[src/include/ubss_regs.svh]
`ifndef UBSS_REGS_SVH
`define UBSS_REGS_SVH
// ----------------------------------------
// register map
// ----------------------------------------
`define UBSS_BAUD_RATE_CONTROL_OFS 8'h9b
`define UBSS_BAUD_RATE_CONTROL_RST 8'h00
`define UBSS_TIMER_TWO_CONTROL_OFS 8'hc8
`define UBSS_TIMER_TWO_CONTROL_RST 8'h00
`define UBSS_STATUS_OFS 8'hf0
// ----------------------------------------
// field positions
// ----------------------------------------
`define UBSS_BIT_RUN 4
`define UBSS_BIT_TX_SEL 3
`define UBSS_BIT_RX_SEL 2
`define UBSS_BIT_SPEED 1
`define UBSS_BIT_SHIFT_SEL 0
`define UBSS_DEFINED_MASK 8'h1f
`define UBSS_BIT_T2_RCLK 5
`define UBSS_BIT_T2_TCLK 4
`define UBSS_BIT_T2_X2 0
// ----------------------------------------
// timing counts
// ----------------------------------------
`define UBSS_OSC_DIV 12
`define UBSS_X2_DIV 6
`define UBSS_FAST_DIV 16
`define UBSS_SLOW_DIV 96
`endif

[src/include/ubss_pkg.sv]
package ubss_pkg;
  typedef enum logic [1:0] {
    UBSS_IDLE = 2'b00,
    UBSS_WAIT = 2'b01,
    UBSS_DONE = 2'b11
  } ubss_bus_state_t;
endpackage : ubss_pkg

[src/rtl/ubss_divider.sv]
`timescale 1ns/1ps
module ubss_divider #(
  parameter int WIDTH = 8
) (
  input wire logic clock_in,
  input wire logic sys_rst_in,
  input wire logic enable_in,
  input wire logic [WIDTH-1:0] divide_in,
  output logic tick_out
);
  logic [WIDTH-1:0] count_reg;
  wire logic wrap = (count_reg >= divide_in - {{(WIDTH-1){1'b0}}, 1'b1});
  // halted divider holds its phase at zero so restart is clean
  always_ff @(posedge clock_in or posedge sys_rst_in) begin
    if (sys_rst_in) begin
      count_reg <= '0;
      tick_out <= 1'b0;
    end else if (!enable_in) begin
      count_reg <= '0;
      tick_out <= 1'b0;
    end else begin
      count_reg <= wrap ? '0 : count_reg + {{(WIDTH-1){1'b0}}, 1'b1};
      tick_out <= wrap;
    end
  end
endmodule : ubss_divider

[src/rtl/ubss_top.sv]
`timescale 1ns/1ps
`include "ubss_regs.svh"
// Operation
// run bit starts or stops rate generator
// tx and rx select timer or generator
// speed bit picks slow or fast range
// mode 0 source zero: osc/12, x2 /6
// mode 0 source one: internal generator
// reserved bits unwritten, read undefined
// reset clears defined bits; whole-byte access
// timer path picks timer 2 or 1
module ubss_top (
  input wire logic clock_in,
  input wire logic sys_rst_in,
  input wire logic [7:0] avs_address_in,
  input wire logic avs_read_in,
  input wire logic avs_write_in,
  input wire logic [31:0] avs_writedata_in,
  input wire logic [3:0] avs_byteenable_in,
  output logic [31:0] avs_readdata_out,
  output logic avs_waitrequest_out,
  input wire logic timer1_overflow_in,
  input wire logic timer2_overflow_in,
  output logic tx_rate_tick_out,
  output logic rx_rate_tick_out,
  output logic shift_clock_tick_out,
  output logic rate_gen_tick_out
);
  // ----------------------------------------
  // register bus
  // ----------------------------------------
  ubss_pkg::ubss_bus_state_t state_reg;
  ubss_pkg::ubss_bus_state_t state_next;
  logic [4:0] control_reg;
  logic [7:0] timer_two_control_reg;
  wire logic access = avs_read_in | avs_write_in;
  wire logic sel_ctrl = (avs_address_in == `UBSS_BAUD_RATE_CONTROL_OFS);
  wire logic sel_t2 = (avs_address_in == `UBSS_TIMER_TWO_CONTROL_OFS);
  wire logic sel_stat = (avs_address_in == `UBSS_STATUS_OFS);
  wire logic accept = access && (state_reg == ubss_pkg::UBSS_WAIT);
  // whole-byte access only: lane 0 must be enabled
  wire logic wr_ok = accept && avs_write_in && avs_byteenable_in[0];
  // reserved bits are never stored, so software cannot set them
  wire logic [4:0] ctrl_wdata = avs_writedata_in[4:0];
  always_comb begin
    state_next = state_reg;
    case (state_reg)
      ubss_pkg::UBSS_IDLE: state_next = access ? ubss_pkg::UBSS_WAIT : ubss_pkg::UBSS_IDLE;
      ubss_pkg::UBSS_WAIT: state_next = ubss_pkg::UBSS_DONE;
      ubss_pkg::UBSS_DONE: state_next = ubss_pkg::UBSS_IDLE;
      default: state_next = ubss_pkg::UBSS_IDLE;
    endcase
  end
  always_ff @(posedge clock_in or posedge sys_rst_in) begin
    if (sys_rst_in) begin
      state_reg <= ubss_pkg::UBSS_IDLE;
    end else begin
      state_reg <= state_next;
    end
  end
  always_ff @(posedge clock_in or posedge sys_rst_in) begin
    if (sys_rst_in) begin
      control_reg <= 5'h00;
      timer_two_control_reg <= `UBSS_TIMER_TWO_CONTROL_RST;
    end else if (wr_ok && sel_ctrl) begin
      control_reg <= ctrl_wdata;
    end else if (wr_ok && sel_t2) begin
      timer_two_control_reg <= avs_writedata_in[7:0];
    end
  end
  // ----------------------------------------
  // clock selection
  // ----------------------------------------
  wire logic run = control_reg[`UBSS_BIT_RUN];
  wire logic speed = control_reg[`UBSS_BIT_SPEED];
  wire logic tx_sel = control_reg[`UBSS_BIT_TX_SEL];
  wire logic rx_sel = control_reg[`UBSS_BIT_RX_SEL];
  wire logic shift_sel = control_reg[`UBSS_BIT_SHIFT_SEL];
  wire logic double_speed_mode = timer_two_control_reg[`UBSS_BIT_T2_X2];
  wire logic [7:0] gen_div = speed ? 8'(`UBSS_FAST_DIV) : 8'(`UBSS_SLOW_DIV);
  wire logic [7:0] osc_div = double_speed_mode ? 8'(`UBSS_X2_DIV) : 8'(`UBSS_OSC_DIV);
  logic gen_tick;
  logic osc_tick;
  ubss_divider #(.WIDTH(8)) u_rate_gen (
    .clock_in(clock_in),
    .sys_rst_in(sys_rst_in),
    .enable_in(run),
    .divide_in(gen_div),
    .tick_out(gen_tick)
  );
  ubss_divider #(.WIDTH(8)) u_osc_div (
    .clock_in(clock_in),
    .sys_rst_in(sys_rst_in),
    .enable_in(1'b1),
    .divide_in(osc_div),
    .tick_out(osc_tick)
  );
  wire logic tx_timer = timer_two_control_reg[`UBSS_BIT_T2_TCLK] ?
    timer2_overflow_in : timer1_overflow_in;
  wire logic rx_timer = timer_two_control_reg[`UBSS_BIT_T2_RCLK] ?
    timer2_overflow_in : timer1_overflow_in;
  wire logic tx_next = tx_sel ? gen_tick : tx_timer;
  wire logic rx_next = rx_sel ? gen_tick : rx_timer;
  wire logic sh_next = shift_sel ? gen_tick : osc_tick;
  // ----------------------------------------
  // read data and outputs
  // ----------------------------------------
  // reserved bits read as zero, one legal choice of the undefined value
  wire logic [7:0] ctrl_rd = {3'b000, control_reg};
  wire logic [7:0] stat_rd = {2'b00, tx_sel, rx_sel, run, speed, double_speed_mode, shift_sel};
  wire logic [7:0] rd_mux = sel_ctrl ? ctrl_rd : sel_t2 ? timer_two_control_reg :
    sel_stat ? stat_rd : 8'h00;
  always_ff @(posedge clock_in or posedge sys_rst_in) begin
    if (sys_rst_in) begin
      avs_readdata_out <= 32'h0000_0000;
      avs_waitrequest_out <= 1'b1;
      tx_rate_tick_out <= 1'b0;
      rx_rate_tick_out <= 1'b0;
      shift_clock_tick_out <= 1'b0;
      rate_gen_tick_out <= 1'b0;
    end else begin
      avs_readdata_out <= accept && avs_read_in ? {24'h000000, rd_mux} : 32'h0000_0000;
      avs_waitrequest_out <= !accept;
      tx_rate_tick_out <= tx_next;
      rx_rate_tick_out <= rx_next;
      shift_clock_tick_out <= sh_next;
      rate_gen_tick_out <= gen_tick;
    end
  end

  // ----------------------------------------
  // check helpers
  // ----------------------------------------
  // cycles since the last generator tick; held at zero while halted, saturates at 255 while running
  logic [7:0] gen_gap_reg;
  always_ff @(posedge clock_in or posedge sys_rst_in) begin
    if (sys_rst_in) begin
      gen_gap_reg <= 8'h00;
    end else if (gen_tick || !run) begin
      gen_gap_reg <= 8'h00;
    end else if (gen_gap_reg != 8'hff) begin
      gen_gap_reg <= gen_gap_reg + 8'h01;
    end
  end
endmodule : ubss_top

[config.mk]
export PLATFORM = sky130hd
export DESIGN_NAME = ubss_top
export DESIGN_NICKNAME = d
export VERILOG_FILES = /design/src/include/ubss_pkg.sv /design/src/rtl/ubss_divider.sv /design/src/rtl/ubss_top.sv
export VERILOG_INCLUDE_DIRS = /design/src /design/src/include
export SDC_FILE = /design/constraint.sdc
export NUM_CORES = 1
export LEC_CHECK = 0
export ABC_AREA = 1
export BUFFER_PORTS_ARGS = -buffer_cell sky130_fd_sc_hd__buf_2
export CORE_MARGIN = 2
export CORE_UTILIZATION = 53
export DETAILED_ROUTE_END_ITERATION = 12
export HOLD_SLACK_MARGIN = 0.06
export PLACE_DENSITY = 0.84
export SLEW_MARGIN = 30
export SYNTH_ARGS = -nofsm -noshare
export SYNTH_HDL_FRONTEND = slang
export SYNTH_SLANG_ARGS = --single-unit
[constraint.sdc]
create_clock -name clock_in -period 2 [get_ports clock_in]
set_input_delay 0.2 -clock clock_in [delete_from_list [all_inputs] [get_ports clock_in]]
set_output_delay 0.2 -clock clock_in [all_outputs]
set_load 0.02 [all_outputs]
; ---- Word-level counts from Yosys, hierarchy flattened
; Cells that the tools add are included.
[totals]
ff_bits = 46
input_bits = 50
[classes]
n_addsub = 4
reduce_logical = 9
n_mux = 17
bitwise = 2
magnitude_cmp = 2
n_eq_ne = 4
[op_table]
columns = cell, count
row1 = 8-bit 2-to-1 mux, 6
row2 = 8-bit == test (second input constant), 3
row3 = 8-bit by 1-bit adder with 8-bit output (second input constant), 2
row4 = 8-bit >= comparator, 2
row5 = 7-bit by 1-bit subtractor with 8-bit output (second input constant), 1
row6 = 1-bit 2-to-1 mux, 7
row7 = 7-bit 2-to-1 mux, 1
row8 = 1-bit logical AND, 6
row9 = 6-bit 2-to-1 mux, 1
row10 = 4-bit by 1-bit subtractor with 5-bit output (second input constant), 1
row11 = 4-bit 2-to-1 mux, 1
row12 = 2-bit case mux with 2 select lines, 1
row13 = 2-bit by 1-bit == test with 1-bit output (second input constant), 1
row14 = 2-bit logical NOT, 1
row15 = 2-bit AND reduction, 1
row16 = 1-bit logical NOT, 1
row17 = 1-bit inverter, 1
row18 = 1-bit OR, 1

; ---- Logic depth before layout (Yosys ltp)
[depth]
ltp_word = 7
ltp_mapped = 8
mapped_depth_nobuf = 8

; ---- By module
; Synthesis repeated with hierarchy kept, for this count alone.
[hier_totals]
hier_cells = 374
area_unflattened_um2 = 3052.9
[modules_own_cells]
columns = mod, cells_each, instances, seq_area_each_um2, area_each_um2
row1 = ubss_top, 185, 1, 701.9, 1554.0
row2 = ubss_divider (u_osc_div), 96, 1, 225.2, 769.5
row3 = ubss_divider (u_rate_gen), 93, 1, 225.2, 729.4

; ---- Least setup slack after synthesis
; No wires, ideal clock.
[synth_path]
path_type = register -> register
startpoint = register control_reg[1]
endpoint = register u_rate_gen.count_reg[2]
slack_ns = 0.725
required_ns = 1.880
path_stages_with_launch = 7
t_arrival_ns = 1.155
n_path_buf = 0
period_less_slack_ns = 1.275
path_cell_list = dfrtp_1 -> ha_1 -> inv_1 -> nor2_1 -> nand4_1 -> nand3_2 -> nor2_1
[synth_via]
elab_chain_len = 5
[synth_rtl]
columns = element, line
row1 = from (decl), ubss_top.sv:34  ; logic [4:0] control_reg;
row2 = from (signal assigned), ubss_top.sv:66  ; control_reg <= ctrl_wdata;
row3 = 7-bit 2-to-1 mux, ubss_top.sv:80  ; wire logic [7:0] gen_div = speed ? 8'(`UBSS_FAST_DIV) : 8'(`UBSS_SLOW_DIV);
row4 = 7-bit by 1-bit subtractor with 8-bit output, ubss_divider.sv:12  ; wire logic wrap = (count_reg >= divide_in - {{(WIDTH-1){1'b0}}, 1'b1});
row5 = 8-bit >= comparator, ubss_divider.sv:12
row6 = 8-bit 2-to-1 mux, ubss_divider.sv:22  ; count_reg <= wrap ? '0 : count_reg + {{(WIDTH-1){1'b0}}, 1'b1};
row7 = 8-bit 2-to-1 mux, ubss_divider.sv:18  ; end else if (!enable_in) begin
row8 = to (signal assigned), ubss_divider.sv:22
row9 = to (decl), ubss_divider.sv:11  ; logic [WIDTH-1:0] count_reg;
; No other way between the ends.
; A chain may end at the register's enable or synchronous reset.

; ---- Worst setup path after layout
[layout_path]
startpoint = register timer_two_control_reg[0]
endpoint = register u_osc_div.count_reg[1]
[layout_via]
elab_chain_len = 4
[layout_rtl]
columns = element, line
row1 = from (decl), ubss_top.sv:35  ; logic [7:0] timer_two_control_reg;
row2 = from (signal assigned), ubss_top.sv:64  ; timer_two_control_reg <= `UBSS_TIMER_TWO_CONTROL_RST;
row3 = from (signal assigned), ubss_top.sv:68  ; timer_two_control_reg <= avs_writedata_in[7:0];
row4 = 4-bit 2-to-1 mux, ubss_top.sv:81  ; wire logic [7:0] osc_div = double_speed_mode ? 8'(`UBSS_X2_DIV) : 8'(`UBSS_OSC_DIV);
row5 = 4-bit by 1-bit subtractor with 5-bit output, ubss_divider.sv:12
row6 = 8-bit >= comparator, ubss_divider.sv:12
row7 = named net u_osc_div.wrap, ubss_divider.sv:12
row8 = 8-bit 2-to-1 mux, ubss_divider.sv:22
row9 = to (signal assigned), ubss_divider.sv:22
row10 = to (decl), ubss_divider.sv:11
; The timed path passes the listed nets, and every way through them passes these cells.

==> results.yml <==
synth:
  ys_top_cells_by_area: "dfrtp_1 (48%), nand2_1 (9.7%), buf_4 (7.9%)"
  ys_seq_area_share_pct: 48.8
  ys_seq_elements: 46
  async_reset_ff_share_pct: 100
  ys_top_cells_by_count: "nand2_1 (61), dfrtp_1 (45), nand3_1 (29)"
  postSynthAreaPerCell_sq_um: 8.85
  synth_edf_count: 0
  synth_top_area_share_pct: 47.6
  synth.distinct_cells: 32
  synth_cells: 267
  yosysTopAreaCell: "dfrtp_1"
  syn_area_sq_um: 2360
  yosys_warnings: 0
  synth.most_common_cell: "nand2_1"
  synth_ff_type: "dfrtp_1"
clock_network:
  cts_sinks: 46
  cts_tree: "done"
  postCtsSetupBuffers: 0
  numCtsBuffers: 5
  htreeDepth: 2
  insertion_delay_ns: 0.29
  path_clk_slew_ns: 0.08
  cts_buffer_depth: 2
  root_buffer: "clkbuf_8"
timing:
  relSlewSlack_pct: 62.8
  rsz0062_at_grt: "no"
  period_share_pct: 76.3
  finClkSkew_ns: 0.00770
  worst_pin_slew_ns: 0.559
  finalSetupTns_ns: 0
  fmax_mhz: 655
  drv_slew: 0
  finalSetupViolations: 0
  hold_viol: 0
  period_needed_ns: 1.53
placement:
  port_buffers: 35
  place_congestion: 0.856
  dp_hpwl_um: 3020
  dpl.cell_count: 354
status:
  outcome: "complete, no violations"
cells_and_area:
  nets: 367
  fin_cells: 363
  layout-drive-gt1-share_pct: 20.3
  multi_input_area_sq_um: 998
  regArea_sq_um: 1150
  antenna_cells: 0
  fillCellCount: 376
  syn_to_final_growth_pct: 10.6
route:
  wirelength_um: 4140
  wl_per_cell_um: 11.4
  postRouteAntennaNets: 0
  drc: 0
  routed_via_density: 4.86
  via_count: 1763
  first_iter_violations: 201
  firstDrtPassIters: 4
floorplanning:
  rows: 24
  io_pins: 87
  dieArea_sq_um: 5010
  die_y_um: 70.8
  start_util_pct: 54.7
  core_sq_um: 4320
  dieWidth_um: 70.8
global_route:
  grt.met1_usage_pct: 22.7
  gr-usage-met3_pct: 4.27
  grt_start_max_net_pins: 47
  globalRouteOverflowTotal: 0
  globalRouteMet2Util_pct: 28.7
  grt_busiest_layer: "met2"
  grt.total_usage_pct: 17.5
  grt_pass1_vias: 1679
  antenna_found_initial: 0
  grt_pass1_wl_um: 7010
power_and_ir_drop:
  netSwitchingPower_mw: 0.504
  clockPowerShare_pct: 34.2
  pwr-share-comb_pct: 13.5
  intPower_mw: 1.42
  leakage_nw: 1.42
  p_sw_share_pct: 26.2
  irDropWorstVdd_mv: 0.443
  seqPwrFrac_pct: 52.2
  p_per_area_nw_per_um2: 734
min_path:
  hp-class: "in -> reg"
critical_path:
  crit_required_ns: 2.16
  critPathArrivalTime_ns: 1.69
  start_kind: "flop"
  worstSetupPathType: "reg -> reg"
  crit_family: "flip-flops"
  timing.critical_path.slowest_stage_cell: "dfrtp_1"
  path_max_fanout: 6
  crit_buf_inv: 1
  endpoint_kind: "flop"
  slowest_delay_ns: 0.49
  worstPathCellList: "inv_1 > ha_1 > nand2_1 > o211ai_1 > nor2_1"
job:
  maxCapViolCount: 0
[final timing paths]
path                       slack [ns]                                end                            startpoint  cells after the start
max                              0.47   u_osc_div.count_reg[1]$_DFF_PP0_  timer_two_control_reg[0]$_DFFE_PP0P_                      5
min                              0.07      avs_waitrequest_out$_DFF_PP1_                           avs_read_in                      2
max reg2reg                      0.47   u_osc_div.count_reg[1]$_DFF_PP0_  timer_two_control_reg[0]$_DFFE_PP0P_                      5
min reg2reg                      0.41        rate_gen_tick_out$_DFF_PP0_         u_rate_gen.tick_out$_DFF_PP0_                      0
max in group asynchronous        1.03      avs_readdata_out[1]$_DFF_PP0_                            sys_rst_in                      4
min in group asynchronous        0.59  u_rate_gen.count_reg[1]$_DFF_PP0_                            sys_rst_in                      4
[power by group through the flow]
stage / clock network, mW / registers [mW] / logic [mW]
global route: 0.712 / 1.01 / 0.290
finish: 0.658 / 1.00 / 0.260
floorplan: 0 / 1.03 / 0.227
CTS: 0.678 / 1.00 / 0.262
global placement: 0 / 1.02 / 0.252
detailed placement: 0 / 1.02 / 0.260
[metrics by stage]
step	instance area [sq um]	hold WS (ns)	util (%)	power [mW]	worst slack (ns)
detailed placement	2500	0.368	57.8	1.28	0.470
floorplan	2460	0.263	-	1.26	0.714
CTS	2620	0.0642	60.5	1.94	0.455
global placement	2500	0.360	57.8	1.27	0.524
finish	2620	0.0709	60.5	1.92	0.474
global route	2620	0.0904	60.5	2.01	0.369
[layout make-up]
class / count / area share [%]
clock inverters: 1 / 1.15
well taps: 52 / 2.49
multi-input cells: 194 / 38.2
flip-flops and latches: 46 / 44.1
repair buffers: 37 / 7.37
inverters: 26 / 3.83
clock buffers: 7 / 2.92
[what timing repair did]
item / CTS / global route
hold buffers: 1 / 0
resized for setup: 0 / 0
hold endpoints to repair: 45 / 0
[placed cells by master (no fill, tap or decap), types with 2 or more instances in the layout]
| cell | count |
|---|---|
| nor2_4 | 7 |
| dfrtp_1 | 45 |
| nand4_1 | 9 |
| inv_2 | 2 |
| buf_2 | 35 |
| ha_1 | 7 |
| clkbuf_8 | 5 |
| clkbuf_1 | 2 |
| nand2_1 | 61 |
| a21oi_1 | 6 |
| clkinv_2 | 2 |
| nor2_1 | 24 |
| conb_1 | 27 |
| inv_1 | 21 |
| nand2_2 | 4 |
| xnor2_1 | 3 |
| nand3_1 | 29 |
| xor2_1 | 2 |
| or2_1 | 2 |
[layer usage]
| metal | wire [um] | vias to the layer above |
|---|---|---|
| met5 | 0 | - |
| met4 | 69 | 0 |
| met3 | 261 | 6 |
| met2 | 1990 | 61 |
| met1 | 1820 | 807 |
| li1 | - | 889 |
[worst reg2reg max path, stage by stage, from the launching register on]
cell and delay, ns:
dfrtp_1 0.49, inv_1 0.08, ha_1 0.28, nand2_1 0.05
o211ai_1 0.41, nor2_1 0.08
[kinds of logic after synthesis]
kind of cell	count (synthesis)	synth area share, %
DFF	46	48.8
AOI/OAI and AO/OA	13	3.49
and+or+nand+nor	142	28.9
other	1	0.159
adders and majority gates	7	3.71
buffers and inverters	53	13.1
xor gates and xnor gates	5	1.85
No activity file was read; power rests on OpenSTA's default activity.
